### src/logic/gtm_pkg.sv
/*
  Shared constants and carrier types for the general timer block: register
  offsets, configuration and mode codes, reset values, status bit positions.
  Assumes a 32-bit AXI4-Lite register bus with byte addresses in 8 bits.
*/
package gtm_pkg;

  // ==========================================================================
  // bus shape and register map
  localparam int ADDR_W = 8;
  localparam int DATA_W = 32;
  localparam logic [ADDR_W-1:0] OFS_CONFIG = 8'h00;
  localparam logic [ADDR_W-1:0] OFS_MODE_A = 8'h04;
  localparam logic [ADDR_W-1:0] OFS_MODE_B = 8'h08;
  localparam logic [ADDR_W-1:0] OFS_CONTROL = 8'h0C;
  localparam logic [ADDR_W-1:0] OFS_MASK = 8'h18;
  localparam logic [ADDR_W-1:0] OFS_RAW = 8'h1C;
  localparam logic [ADDR_W-1:0] OFS_MASKED = 8'h20;
  localparam logic [ADDR_W-1:0] OFS_CLEAR = 8'h24;
  localparam logic [ADDR_W-1:0] OFS_LOAD_A = 8'h28;
  localparam logic [ADDR_W-1:0] OFS_LOAD_B = 8'h2C;
  localparam logic [ADDR_W-1:0] OFS_MATCH_A = 8'h30;
  localparam logic [ADDR_W-1:0] OFS_MATCH_B = 8'h34;
  localparam logic [ADDR_W-1:0] OFS_PRESCALE_A = 8'h38;
  localparam logic [ADDR_W-1:0] OFS_PRESCALE_B = 8'h3C;
  localparam logic [ADDR_W-1:0] OFS_COUNT_A = 8'h48;
  localparam logic [ADDR_W-1:0] OFS_COUNT_B = 8'h4C;
  localparam logic [1:0] RESP_OKAY = 2'h0;
  localparam logic [1:0] RESP_SLVERR = 2'h2;
  localparam logic [3:0] STRB_FULL = 4'hF;

  // ==========================================================================
  // configuration, mode and event codes
  localparam logic [2:0] CFG_JOINED = 3'h0;
  localparam logic [2:0] CFG_CLOCK = 3'h1;
  localparam logic [2:0] CFG_SPLIT = 3'h4;
  localparam logic [1:0] MODE_ONESHOT = 2'h1;
  localparam logic [1:0] MODE_PERIODIC = 2'h2;
  localparam logic [1:0] MODE_CAPTURE = 2'h3;
  localparam logic [1:0] EV_RISE = 2'h0;
  localparam logic [1:0] EV_FALL = 2'h1;
  localparam logic [1:0] EV_BOTH = 2'h3;

  // ==========================================================================
  // reset values and field positions
  localparam logic [15:0] CNT_RESET = 16'hFFFF;
  localparam logic [15:0] LOAD_RESET = 16'hFFFF;
  localparam logic [7:0] PRE_RESET = 8'h00;
  localparam logic [31:0] CLOCK_FIRST = 32'h0000_0001;
  localparam int HALF_STRIDE = 8;
  localparam int ST_TIMEOUT = 0;
  localparam int ST_CAPMATCH = 1;
  localparam int ST_CLOCK = 3;
  localparam int CTL_RUN_DEBUG = 6;
  localparam int RTC_INPUT_HZ = 32768;
  localparam int RTC_STEP_HZ = 1;

  // ==========================================================================
  // carrier types
  typedef struct packed {
    logic adc_en;
    logic [1:0] event_sel;
    logic stall;
    logic enable;
  } gtm_half_ctl_type;

  typedef struct packed {
    logic capture_mode_bit;
    logic [1:0] mode_field;
  } gtm_half_mode_type;

  typedef struct packed {
    logic [ADDR_W-1:0] addr;
    logic [DATA_W-1:0] data;
    logic [3:0] strb;
  } gtm_wreq_type;

endpackage : gtm_pkg

### src/logic/gtm_general_timer.sv
/*
  General timer: two 16-bit halves that join into one 32-bit down-counter or
  real-time-clock up-counter, or run apart as prescaled one-shot/periodic
  timers or edge counters. Registers over AXI4-Lite.
  Assumes capture pins and the debug halt level are synchronous to aclk.
*/
// Notes on behaviour
// - configuration 0 joins halves for timing, 1 selects clock mode, 0x4 splits them.
// - joined modes: full write of half A load also fills half B from upper bits.
// - joined modes: half A count read returns half B above half A.
// - joined timing mode: one 32-bit down-counter, one-shot or periodic from half A only.
// - counts down once enabled; at zero reloads next cycle; one-shot then self-disables.
// - joined zero sets held timeout flag, masked copy, and ADC trigger when enabled.
// - rewriting the load value while running is taken by the counter next cycle.
// - debug stall bit freezes the timer while the processor is halted.
// - clock mode counts up; first selection loads one; later values via half A match.
// - outside party supplies 32.768 kHz on the even pin; divided to 1 Hz steps.
// - clock count equal to match rolls to zero, runs until reset or disable.
// - clock match sets raw flag, masked flag and interrupt; cleared by its clear bit.
// - run-in-debug bit in clock mode overrides both halves' stall bits.
// - split mode: each half a 16-bit down-counter with 8-bit prescaler, mode from field.
// - half at zero reloads load and prescale next cycle; one-shot then self-disables.
// - half at zero sets its held timeout flag, masked flag, and optional ADC trigger.
// - each count step lasts prescale setting plus one clocks.
// - capture bit 0 selects edge counting; no prescaler; event field picks edges.
// - each selected edge decrements until equal to match; then capture-match flags set.
// - after match, reload from load, self-disable, ignore edges until re-enabled.
// - reset: counters and loads 0xFFFF, controls cleared, block inactive.
`timescale 1ns/1ps
module gtm_general_timer
  import gtm_pkg::*;
#(
  parameter int unsigned RTC_DIVIDE = RTC_INPUT_HZ / RTC_STEP_HZ
) (
  input wire logic aclk, // system clock
  input wire logic aresetn, // synchronous reset, active low
  input wire logic ce, // clock enable, freezes all state when low
  input wire logic s_axi_awvalid, // write address valid
  output logic s_axi_awready, // write address ready
  input wire logic [ADDR_W-1:0] s_axi_awaddr, // write byte address
  input wire logic s_axi_wvalid, // write data valid
  output logic s_axi_wready, // write data ready
  input wire logic [DATA_W-1:0] s_axi_wdata, // write data
  input wire logic [3:0] s_axi_wstrb, // write byte strobes
  output logic s_axi_bvalid, // write response valid
  input wire logic s_axi_bready, // write response ready
  output logic [1:0] s_axi_bresp, // write response code
  input wire logic s_axi_arvalid, // read address valid
  output logic s_axi_arready, // read address ready
  input wire logic [ADDR_W-1:0] s_axi_araddr, // read byte address
  output logic s_axi_rvalid, // read data valid
  input wire logic s_axi_rready, // read data ready
  output logic [DATA_W-1:0] s_axi_rdata, // read data
  output logic [1:0] s_axi_rresp, // read response code
  input wire logic [1:0] capture_compare_pin, // bit 0 even pin (half A), bit 1 odd
  input wire logic debug_halt, // processor halted by debugger
  output logic timer_irq, // any masked flag set
  output logic adc_trigger // one-cycle ADC trigger pulse
);

  localparam int DIV_W = (RTC_DIVIDE > 1) ? $clog2(RTC_DIVIDE) : 1;
  localparam logic [DIV_W-1:0] DIV_LAST = DIV_W'(RTC_DIVIDE - 1);

  // ==========================================================================
  // state
  logic [2:0] cfg;
  gtm_half_mode_type mode [2];
  gtm_half_ctl_type ctl [2];
  logic run_in_debug;
  logic [DATA_W-1:0] mask;
  logic [DATA_W-1:0] raw;
  logic [15:0] load [2];
  logic [15:0] match [2];
  logic [7:0] prescale [2];
  logic [15:0] cnt [2];
  logic [7:0] pre_cnt [2];
  logic [1:0] reload_pend;
  logic [1:0] pin_prev;
  logic [DIV_W-1:0] rtc_div;
  logic rtc_seen;
  logic aw_got;
  logic w_got;
  gtm_wreq_type wq;

  // ==========================================================================
  // decode and events
  logic joined;
  logic clock_mode;
  logic split;
  logic wr_fire;
  logic full_word;
  logic [31:0] cnt32;
  logic [31:0] load32;
  logic [31:0] match32;
  logic [1:0] run;
  logic [1:0] edge_ev;
  logic [1:0] tmo;
  logic [1:0] capm;
  logic [1:0] hw_dis;
  logic rtc_step;
  logic rtcm;
  logic [DATA_W-1:0] stat_set;
  logic [DATA_W-1:0] next_raw;
  logic [DATA_W-1:0] rd_data;
  logic rd_ok;

  function automatic logic [31:0] merge(input logic [31:0] old, input logic [31:0] nw,
                                        input logic [3:0] strb);
    logic [31:0] r;
    r = old;
    for (int b = 0; b < 4; b++) begin
      if (strb[b]) begin
        r[b*8 +: 8] = nw[b*8 +: 8];
      end
    end
    return r;
  endfunction : merge

  function automatic logic wsel(input logic fire, input logic [ADDR_W-1:0] a,
                                input logic [ADDR_W-1:0] ofs);
    return fire && (a == ofs);
  endfunction : wsel

  assign joined = (cfg == CFG_JOINED);
  assign clock_mode = (cfg == CFG_CLOCK);
  assign split = (cfg == CFG_SPLIT);
  assign wr_fire = aw_got && w_got && !s_axi_bvalid;
  assign full_word = (wq.strb == STRB_FULL);
  assign cnt32 = {cnt[1], cnt[0]};
  assign load32 = {load[1], load[0]};
  assign match32 = {match[1], match[0]};

  // freeze during a debug halt; in clock mode the run-in-debug bit wins
  always_comb begin
    run[1] = ctl[1].enable && !(debug_halt && ctl[1].stall);
    if (clock_mode) begin
      run[0] = ctl[0].enable
        && !(debug_halt && (ctl[0].stall || ctl[1].stall) && !run_in_debug);
    end else begin
      run[0] = ctl[0].enable && !(debug_halt && ctl[0].stall);
    end
  end

  // pins are sampled as synchronous inputs; the three-clock hold keeps edges apart
  genvar gh;
  generate
    for (gh = 0; gh < 2; gh++) begin : g_edge
      logic rise;
      logic fall;
      assign rise = capture_compare_pin[gh] && !pin_prev[gh];
      assign fall = !capture_compare_pin[gh] && pin_prev[gh];
      always_comb begin
        case (ctl[gh].event_sel)
          EV_RISE: edge_ev[gh] = rise;
          EV_FALL: edge_ev[gh] = fall;
          EV_BOTH: edge_ev[gh] = rise || fall;
          default: edge_ev[gh] = 1'b0;
        endcase
      end
    end
  endgenerate

  assign rtc_step = clock_mode && rtc_seen && run[0] && g_edge[0].rise
    && (rtc_div == DIV_LAST);
  assign rtcm = rtc_step && (cnt32 == match32);

  always_comb begin
    tmo = '0;
    capm = '0;
    hw_dis = '0;
    if (joined && !reload_pend[0] && run[0] && cnt32 == '0) begin
      tmo[0] = 1'b1;
      hw_dis[0] = (mode[0].mode_field == MODE_ONESHOT);
    end
    for (int h = 0; h < 2; h++) begin
      if (split && !reload_pend[h] && run[h]) begin
        if (mode[h].mode_field == MODE_CAPTURE && !mode[h].capture_mode_bit) begin
          if (cnt[h] == match[h]) begin
            capm[h] = 1'b1;
            hw_dis[h] = 1'b1;
          end
        end else if (mode[h].mode_field == MODE_ONESHOT
                     || mode[h].mode_field == MODE_PERIODIC) begin
          if (cnt[h] == '0 && pre_cnt[h] == '0) begin
            tmo[h] = 1'b1;
            hw_dis[h] = (mode[h].mode_field == MODE_ONESHOT);
          end
        end
      end
    end
  end

  always_comb begin
    stat_set = '0;
    for (int h = 0; h < 2; h++) begin
      stat_set[h*HALF_STRIDE + ST_TIMEOUT] = tmo[h];
      stat_set[h*HALF_STRIDE + ST_CAPMATCH] = capm[h];
    end
    stat_set[ST_CLOCK] = rtcm;
    next_raw = raw;
    if (wsel(wr_fire, wq.addr, OFS_CLEAR)) begin
      next_raw = raw & ~wq.data;
    end
    next_raw = next_raw | stat_set; // a new event beats a clear in the same cycle
  end

  // ==========================================================================
  // AXI4-Lite handshakes: one write and one read in flight
  always_ff @(posedge aclk) begin
    if (!aresetn) begin
      s_axi_awready <= 1'b0;
      s_axi_wready <= 1'b0;
      aw_got <= 1'b0;
      w_got <= 1'b0;
      wq <= '0;
      s_axi_bvalid <= 1'b0;
      s_axi_bresp <= RESP_OKAY;
    end else if (ce) begin
      if (s_axi_awvalid && s_axi_awready) begin
        s_axi_awready <= 1'b0;
        aw_got <= 1'b1;
        wq.addr <= s_axi_awaddr;
      end else if (!aw_got && !s_axi_bvalid) begin
        s_axi_awready <= 1'b1;
      end
      if (s_axi_wvalid && s_axi_wready) begin
        s_axi_wready <= 1'b0;
        w_got <= 1'b1;
        wq.data <= s_axi_wdata;
        wq.strb <= s_axi_wstrb;
      end else if (!w_got && !s_axi_bvalid) begin
        s_axi_wready <= 1'b1;
      end
      if (wr_fire) begin
        aw_got <= 1'b0;
        w_got <= 1'b0;
        s_axi_bvalid <= 1'b1;
        s_axi_bresp <= (wq.addr inside {OFS_CONFIG, OFS_MODE_A, OFS_MODE_B, OFS_CONTROL,
          OFS_MASK, OFS_CLEAR, OFS_LOAD_A, OFS_LOAD_B, OFS_MATCH_A, OFS_MATCH_B,
          OFS_PRESCALE_A, OFS_PRESCALE_B}) ? RESP_OKAY : RESP_SLVERR;
      end else if (s_axi_bvalid && s_axi_bready) begin
        s_axi_bvalid <= 1'b0;
      end
    end
  end

  always_comb begin
    rd_ok = 1'b1;
    rd_data = '0;
    case (s_axi_araddr)
      OFS_CONFIG: rd_data[2:0] = cfg;
      OFS_MODE_A: rd_data[2:0] = mode[0];
      OFS_MODE_B: rd_data[2:0] = mode[1];
      OFS_CONTROL: begin
        rd_data[4:0] = ctl[0];
        rd_data[CTL_RUN_DEBUG] = run_in_debug;
        rd_data[HALF_STRIDE +: 5] = ctl[1];
      end
      OFS_MASK: rd_data = mask;
      OFS_RAW: rd_data = raw;
      OFS_MASKED: rd_data = raw & mask;
      OFS_CLEAR: rd_data = '0;
      OFS_LOAD_A: rd_data = (joined || clock_mode) ? load32 : {16'h0000, load[0]};
      OFS_LOAD_B: rd_data[15:0] = load[1];
      OFS_MATCH_A: rd_data = (joined || clock_mode) ? match32 : {16'h0000, match[0]};
      OFS_MATCH_B: rd_data[15:0] = match[1];
      OFS_PRESCALE_A: rd_data[7:0] = prescale[0];
      OFS_PRESCALE_B: rd_data[7:0] = prescale[1];
      OFS_COUNT_A: rd_data = (joined || clock_mode) ? cnt32 : {16'h0000, cnt[0]};
      OFS_COUNT_B: rd_data[15:0] = cnt[1];
      default: rd_ok = 1'b0;
    endcase
  end

  always_ff @(posedge aclk) begin
    if (!aresetn) begin
      s_axi_arready <= 1'b0;
      s_axi_rvalid <= 1'b0;
      s_axi_rdata <= '0;
      s_axi_rresp <= RESP_OKAY;
    end else if (ce) begin
      if (s_axi_arvalid && s_axi_arready) begin
        s_axi_arready <= 1'b0;
        s_axi_rvalid <= 1'b1;
        s_axi_rdata <= rd_data;
        s_axi_rresp <= rd_ok ? RESP_OKAY : RESP_SLVERR;
      end else if (s_axi_rvalid && s_axi_rready) begin
        s_axi_rvalid <= 1'b0;
      end else if (!s_axi_rvalid) begin
        s_axi_arready <= 1'b1;
      end
    end
  end

  // ==========================================================================
  // software registers
  always_ff @(posedge aclk) begin
    if (!aresetn) begin
      cfg <= CFG_JOINED;
      mode <= '{default: '0};
      mask <= '0;
      prescale <= '{default: PRE_RESET};
      match <= '{default: '0};
    end else if (ce) begin
      if (wsel(wr_fire, wq.addr, OFS_CONFIG)) cfg <= wq.data[2:0];
      if (wsel(wr_fire, wq.addr, OFS_MODE_A)) mode[0] <= wq.data[2:0];
      if (wsel(wr_fire, wq.addr, OFS_MODE_B)) mode[1] <= wq.data[2:0];
      if (wsel(wr_fire, wq.addr, OFS_MASK)) mask <= merge(mask, wq.data, wq.strb);
      if (wsel(wr_fire, wq.addr, OFS_PRESCALE_A)) prescale[0] <= wq.data[7:0];
      if (wsel(wr_fire, wq.addr, OFS_PRESCALE_B)) prescale[1] <= wq.data[7:0];
      if (wsel(wr_fire, wq.addr, OFS_MATCH_A)) begin
        if ((joined || clock_mode) && full_word) begin
          {match[1], match[0]} <= wq.data;
        end else begin
          match[0] <= wq.data[15:0];
        end
      end
      if (wsel(wr_fire, wq.addr, OFS_MATCH_B)) match[1] <= wq.data[15:0];
    end
  end

  // hardware clears of enable lose to a software write of the same cycle
  always_ff @(posedge aclk) begin
    if (!aresetn) begin
      ctl <= '{default: '0};
      run_in_debug <= 1'b0;
    end else if (ce) begin
      if (wsel(wr_fire, wq.addr, OFS_CONTROL)) begin
        ctl[0] <= wq.data[4:0];
        run_in_debug <= wq.data[CTL_RUN_DEBUG];
        ctl[1] <= wq.data[HALF_STRIDE +: 5];
      end else begin
        for (int h = 0; h < 2; h++) begin
          if (hw_dis[h]) ctl[h].enable <= 1'b0;
        end
      end
    end
  end

  always_ff @(posedge aclk) begin
    if (!aresetn) begin
      load <= '{default: LOAD_RESET};
      reload_pend <= '0;
    end else if (ce) begin
      reload_pend <= '0;
      if (wsel(wr_fire, wq.addr, OFS_LOAD_A)) begin
        if ((joined || clock_mode) && full_word) begin
          {load[1], load[0]} <= wq.data;
          reload_pend <= 2'b11;
        end else begin
          load[0] <= wq.data[15:0];
          reload_pend[0] <= 1'b1;
        end
      end
      if (wsel(wr_fire, wq.addr, OFS_LOAD_B)) begin
        load[1] <= wq.data[15:0];
        reload_pend[1] <= 1'b1;
      end
    end
  end

  always_ff @(posedge aclk) begin
    if (!aresetn) begin
      raw <= '0;
      timer_irq <= 1'b0;
      adc_trigger <= 1'b0;
      pin_prev <= '0;
    end else if (ce) begin
      raw <= next_raw;
      timer_irq <= |(next_raw & mask);
      adc_trigger <= (tmo[0] && ctl[0].adc_en) || (tmo[1] && ctl[1].adc_en);
      pin_prev <= capture_compare_pin;
    end
  end

  // ==========================================================================
  // counters
  always_ff @(posedge aclk) begin
    if (!aresetn) begin
      cnt <= '{default: CNT_RESET};
      pre_cnt <= '{default: PRE_RESET};
      rtc_div <= '0;
      rtc_seen <= 1'b0;
    end else if (ce) begin
      if (clock_mode) begin
        if (!rtc_seen) begin
          {cnt[1], cnt[0]} <= CLOCK_FIRST;
          rtc_seen <= 1'b1;
        end else if (!run[0]) begin
          rtc_div <= '0;
        end else if (g_edge[0].rise) begin
          rtc_div <= (rtc_div == DIV_LAST) ? '0 : rtc_div + 1'b1;
          if (rtcm) begin
            {cnt[1], cnt[0]} <= '0;
          end else if (rtc_step) begin
            {cnt[1], cnt[0]} <= cnt32 + 32'h0000_0001;
          end
        end
      end else if (joined) begin
        if (reload_pend[0]) begin
          {cnt[1], cnt[0]} <= load32;
        end else if (tmo[0]) begin
          {cnt[1], cnt[0]} <= load32;
        end else if (run[0]) begin
          {cnt[1], cnt[0]} <= cnt32 - 32'h0000_0001;
        end
      end else if (split) begin
        for (int h = 0; h < 2; h++) begin
          if (reload_pend[h]) begin
            cnt[h] <= load[h];
            pre_cnt[h] <= prescale[h];
          end else if (tmo[h] || capm[h]) begin
            cnt[h] <= load[h];
            pre_cnt[h] <= prescale[h];
          end else if (run[h] && mode[h].mode_field == MODE_CAPTURE) begin
            if (!mode[h].capture_mode_bit && edge_ev[h]) begin
              cnt[h] <= cnt[h] - 16'h0001;
            end
          end else if (run[h]) begin
            if (pre_cnt[h] == '0) begin
              pre_cnt[h] <= prescale[h];
              cnt[h] <= cnt[h] - 16'h0001;
            end else begin
              pre_cnt[h] <= pre_cnt[h] - 8'h01;
            end
          end
        end
      end
    end
  end

endmodule : gtm_general_timer

### config.mk
export PLATFORM = sky130hd
export DESIGN_NAME = gtm_general_timer
export DESIGN_NICKNAME = d
export VERILOG_FILES = /design/src/logic/gtm_pkg.sv /design/src/logic/gtm_general_timer.sv
export SDC_FILE = /design/constraint.sdc
export NUM_CORES = 1
export LEC_CHECK = 0
export BUFFER_PORTS_ARGS = -buffer_cell sky130_fd_sc_hd__buf_2
export CORE_MARGIN = 4
export CORE_UTILIZATION = 40
export CTS_BUF_LIST = sky130_fd_sc_hd__clkbuf_8
export DETAILED_ROUTE_END_ITERATION = 16
export PLACE_DENSITY = 0.56
export SLEW_MARGIN = 20
export SYNTH_ARGS = -nofsm -noshare
export SYNTH_HDL_FRONTEND = slang
export SYNTH_SLANG_ARGS = --single-unit
### constraint.sdc
create_clock -name aclk -period 3.72 [get_ports aclk]
set_clock_uncertainty 0.05 [all_clocks]
set_input_delay 0.372 -clock aclk [delete_from_list [all_inputs] [get_ports aclk]]
set_output_delay 0.372 -clock aclk [all_outputs]
set_load 0.01 [all_outputs]
Yosys cells after proc, flatten, opt, wreduce, memory -nomap -nowiden
Cells that the tools add are included.
{ "totals": {"ff_bits": 321, "latch_bits": 0, "ramBits": 0, "mem_bits_ro": 0, "input_bits": 63, "output_inout_bits": 43, "elab_cells": 366, "n_memories": 0} }
{ "classes": {"add_sub_neg": 7, "multipliers": 0, "div": 0, "magnitude_cmp": 0, "n_eq_ne": 54, "shift": 0, "muxes": 106, "bitwise": 7, "reduce_logical": 144} }
{ "ops": {"columns": ["op", "n"], "rows": [
  ["32-bit two-way mux", 15],
  ["16-bit two-way mux", 17],
  ["8-bit by 6-bit == test with 1-bit output, second input constant", 15],
  ["32-bit AND", 3],
  ["16-bit one-hot mux with 6 select lines", 1],
  ["8-bit two-way mux", 10],
  ["1-bit logical AND", 55],
  ["5-bit one-hot mux with 10 select lines", 1],
  ["1-bit two-way mux", 48],
  ["15-bit two-way mux", 3],
  ["3-bit one-hot mux with 15 select lines", 1],
  ["2-bit AND reduction", 21],
  ["32-bit by 1-bit adder with 32-bit output, second input constant", 1],
  ["16-bit == test", 2],
  ["32-bit == test", 1],
  ["8-bit by 4-bit == test with 1-bit output, second input constant", 4],
  ["16-bit zero test", 2],
  ["32-bit zero test", 1],
  ["8-bit zero test", 4],
  ["32-bit inverter", 1],
  ["32-bit by 10-bit bitwise OR with 32-bit output", 1],
  ["32-bit OR reduction", 1],
  ["16-bit by 1-bit subtractor with 16-bit output, second input constant", 2],
  ["32-bit by 1-bit subtractor with 32-bit output, second input constant", 1],
  ["38 further kinds", 107]
]} }

Longest topological paths before layout
{ "depth": {"ltp_word": 19, "mapped_depth": 13} }

Worst setup path before layout
OpenSTA, ideal clock, no wires.
{ "synth_timing": {"path_kind": "register to register", "startpoint": "reg cnt[0] in the netlist's numbering", "endpoint": "reg cnt[20] in the netlist's numbering", "arrival_time_ps": 2792, "t_required_ps": 3548, "setup_slack_ps": 756, "stages_incl_launch_ff": 13, "cell_sequence": "dfxtp_1 > clkbuf_1 > inv_1 > ha_1 > nor3b_1 > and4_1 > a22oi_1 > o21ba_1 > buf_4 > nand2_4 > o31a_2 > buf_2 > a221o_1"} }
{ "synth_via": {"elab_chain_len": 13} }
{ "synth_rtl": {"columns": ["item", "line_no", "rtl"], "rows": [
  ["from (decl)", "gtm_general_timer.sv:75", "logic [15:0] cnt [2];"],
  ["from (signal, indexed assignment)", "gtm_general_timer.sv:410", "cnt[h] <= load[h];"],
  ["from (signal, indexed assignment)", "gtm_general_timer.sv:413", "cnt[h] <= load[h];"],
  ["from (signal, indexed assignment)", "gtm_general_timer.sv:417", "cnt[h] <= cnt[h] - 16'h0001;"],
  ["32-bit zero test", "gtm_general_timer.sv:171", "if (joined && !reload_pend[0] && run[0] && cnt32 == '0) begin"],
  ["1-bit logical AND", "gtm_general_timer.sv:171", null],
  ["1-bit two-way mux", "gtm_general_timer.sv:171", null],
  ["1-bit two-way mux", "gtm_general_timer.sv:184", "if (cnt[h] == '0 && pre_cnt[h] == '0) begin"],
  ["1-bit two-way mux", "gtm_general_timer.sv:182", "end else if (mode[h].mode_field == MODE_ONESHOT"],
  ["1-bit two-way mux", "gtm_general_timer.sv:177", "if (mode[h].mode_field == MODE_CAPTURE && !mode[h].capture_mode_bit) begin"],
  ["1-bit two-way mux", "gtm_general_timer.sv:176", "if (split && !reload_pend[h] && run[h]) begin"],
  ["1-bit logical OR", "gtm_general_timer.sv:412", "end else if (tmo[h] || capm[h]) begin"],
  ["16-bit two-way mux", "gtm_general_timer.sv:412", null],
  ["16-bit two-way mux", "gtm_general_timer.sv:409", "if (reload_pend[h]) begin"],
  ["32-bit two-way mux", "gtm_general_timer.sv:407", "end else if (split) begin"],
  ["32-bit two-way mux", "gtm_general_timer.sv:399", "end else if (joined) begin"],
  ["32-bit two-way mux", "gtm_general_timer.sv:385", "if (clock_mode) begin"]
]} }
Parallel ways exist; a longest one is shown, timed or not. The select of a mux whose other input is x is not followed.
A chain may end at the register's enable or synchronous reset.

Final worst setup path
{ "layout_timing": {"startpoint": "reg cnt[22] in the netlist's numbering", "endpoint": "reg cnt[30] in the netlist's numbering"} }
{ "layout_via": {"elab_chain_len": 13} }
{ "layout_rtl": {"columns": ["item"], "rows": [
  ["parallel branches: the longest is 13 deep, another holds 16-bit by 1-bit subtractor with 16-bit output"]
]} }
Parallel ways; which one is timed is not known. The select of a mux whose other input is x is not followed.

==> results.toml <==
[timing]
slew_violations = 0
setup_tns_ns = 0
max_freq_ghz = 0.305
whs_ns = 0.0830
finalHoldViolCount = 0
rsz0062_at_grt = "false"
period_minus_slack_ns = 3.27
period_share = 0.880
finalSetupViolations = 0
tightest_slew_ns = 1.01
slew_headroom = 0.324

[run]
maxCapViolCount = 0

[routing]
drc = 0
wirelength_um = 73800
antenna_left = 0
dr.first_iter.drc_count = 2341
first_pass_iters = 6
routedWlPerCell_um = 24.0
vias = 18700
routed_via_density = 6.09

[logic_synthesis]
yosysTopAreaCellShare = 0.358
synthTopCellsByCount = "399 x nand2_1, 319 x dfxtp_1, 218 x nor2_1"
syn_area_per_cell_um2 = 7.64
yosys.area.top_type = "dfxtp_1"
synth_ff_type = "dfxtp_1"
postSynthCellCount = 2333
ys_seq_area_frac = 0.358
synth_area_um2 = 17800
synthTopCellsByArea = "dfxtp_1 36%, nand2_1 8.4%, a21oi_1 5.9%"
synth_edf_count = 0
synth_seq_cells = 319
async_flop_share = 0
ys_warn_count = 0
ys_types = 98
synth_most_common_cell = "nand2_1"

[clocking]
htreeDepth = 2
clk_latency_ns = 0.67
clk_path_buf_depth = 3
clk_pin_slew_ns = 0.06
cts_tree = "built"
cts_buffers = 58
root_buffer = "clkbuf_8"
clock_sinks = 319

[setup_path]
crit_path_start_kind = "register"
arrival_ns = 3.77
end_kind = "register"
worstSetupPathType = "reg -> reg"
worstPathMaxFanout = 12
required_ns = 4.22

[global_route]
grtUsageTotal = 0.298
grt_pass1_vias = 17400
grt-ovfl-total = 0
antenna_found_initial = 2
grt_max_degree = 131
grt_pass1_wl_um = 111000

[layout]
layout.nets = 2518
area_growth_pct = 16.4
layout-drive-gt1-share = 0.135
final_util = 0.470
antenna_cells = 0
fill_cells = 4450

[power_and_ir_drop]
vdd_drop_max_uv = 264
power.density_nw_per_um2 = 353
p_leak_nw = 8.25

[floorplan]
row_count = 77
initial_core_util = 0.404
die_y_um = 219
die-area_um2 = 48000
io_pins = 106
dieWidth_um = 219
core_region_area_um2 = 44100

[placement]
globalplace.congestion = 0.965
dp_hpwl_um = 52600
portBuffers = 103

[status]
status = "completed"

[min_path]
min_path_type = "in -> reg"
==> final timing paths <==
path / startpoint / endpoint / slack [ns] / cells past startpoint
max: cnt[22]$_SDFFE_PN1P_ / cnt[30]$_SDFFE_PN1P_ / 0.45 / 8
min: aresetn / load[14]$_SDFFE_PN1P_ / 0.08 / 2
max reg2reg: cnt[22]$_SDFFE_PN1P_ / cnt[30]$_SDFFE_PN1P_ / 0.45 / 8
min reg2reg: raw[31]$_SDFFE_PN0P_ / raw[31]$_SDFFE_PN0P_ / 0.40 / 2
==> critical path, cell delays in order (launching register included) <==
cell and delay, ns:
dfxtp_1 0.49, nor4_4 0.56, and3_1 0.37, nand4_4 0.20, o21ba_1 0.37, a21oi_1 0.73
o2bb2ai_1 0.18, o21ai_1 0.08, o2111ai_1 0.11
==> flip-flops by register name, indices dropped and copies added (netlist names), 2 cells and up <==
| register | flops |
|---|---|
| cfg | 3 |
| cnt | 32 |
| ctl | 10 |
| load | 32 |
| mask | 32 |
| match | 32 |
| mode | 6 |
| pin_prev | 2 |
| pre_cnt | 16 |
| prescale | 16 |
| raw | 32 |
| reload_pend | 2 |
| rtc_div | 15 |
| s_axi_rdata | 32 |
| wq | 44 |
==> where the power goes <==
part | leakage (nW) | switching (mW) | internal, mW
combinational | 4.97 | 0.194 | 0.126
sequential | 2.58 | 0.0475 | 3.44
clock | 0.700 | 1.59 | 1.92
==> cells in the final DEF, fill, tap and decap left out, types with 36 or more instances in the layout <==
cell,instances
mux2i_1,68
nand2_1,399
o21ai_0,90
inv_1,48
nor2_1,216
xor2_1,40
buf_2,102
a21o_1,36
buf_4,88
dlygate4sd3_1,51
xnor2_1,41
clkbuf_8,77
nand3_1,131
dfxtp_1,319
a21oi_1,211
==> logic make-up after synthesis <==
kind of cell / synth area share
adder cells (fa/ha/maj): 0.0133
buffers and inverters: 0.0538
multiplexers: 0.0409
other: 0.000210
XOR/XNOR: 0.0398
AND/OR/NAND/NOR: 0.251
AO/OA/AOI/OAI: 0.243
flip-flops: 0.358
==> per-layer routing <==
metal	vias to the layer above	wire (um)	GRT usage
met1	8863	31200	0.414
met4	4	3160	0.124
met5	-	26	0
li1	8629	-	-
met3	183	7290	0.0613
met2	1026	32100	0.451
==> metrics by stage <==
| stage | std cells | area, um2 | total power [mW] | setup slack (ns) |
|---|---|---|---|---|
| 2_1_floorplan | 2334 | 17800 | 3.71 | 0.756 |
| 6_report | 3073 | 20700 | 7.32 | 0.447 |
| 3_5_place_dp | 2917 | 19000 | 3.84 | 0.555 |
| 4_1_cts | 3073 | 20700 | 7.39 | 0.541 |
| 5_1_grt | 3073 | 20700 | 7.57 | 0.351 |
| 3_3_place_gp | 2917 | 19000 | 3.84 | 0.598 |
==> layout make-up <==
class	count	area [um2]	area share
multi-input combinational	1779	10500	0.507
sequential	319	6390	0.308
inverter	34	133	0.00639
tap	592	741	0.0357
clock inverter	28	164	0.00790
clock buffer	77	1060	0.0511
timing repair buffer	244	1740	0.0840
==> what timing repair did <==
item / in CTS / in global routing
hold endpoints to repair: 51 / 0
buffers inserted: 0 / 0
endpoints found under the setup margin: 0 / 0
gates resized for setup: 0 / 0
hold buffers: 51 / 0
Note: power is estimated with default switching activity, not from simulation.
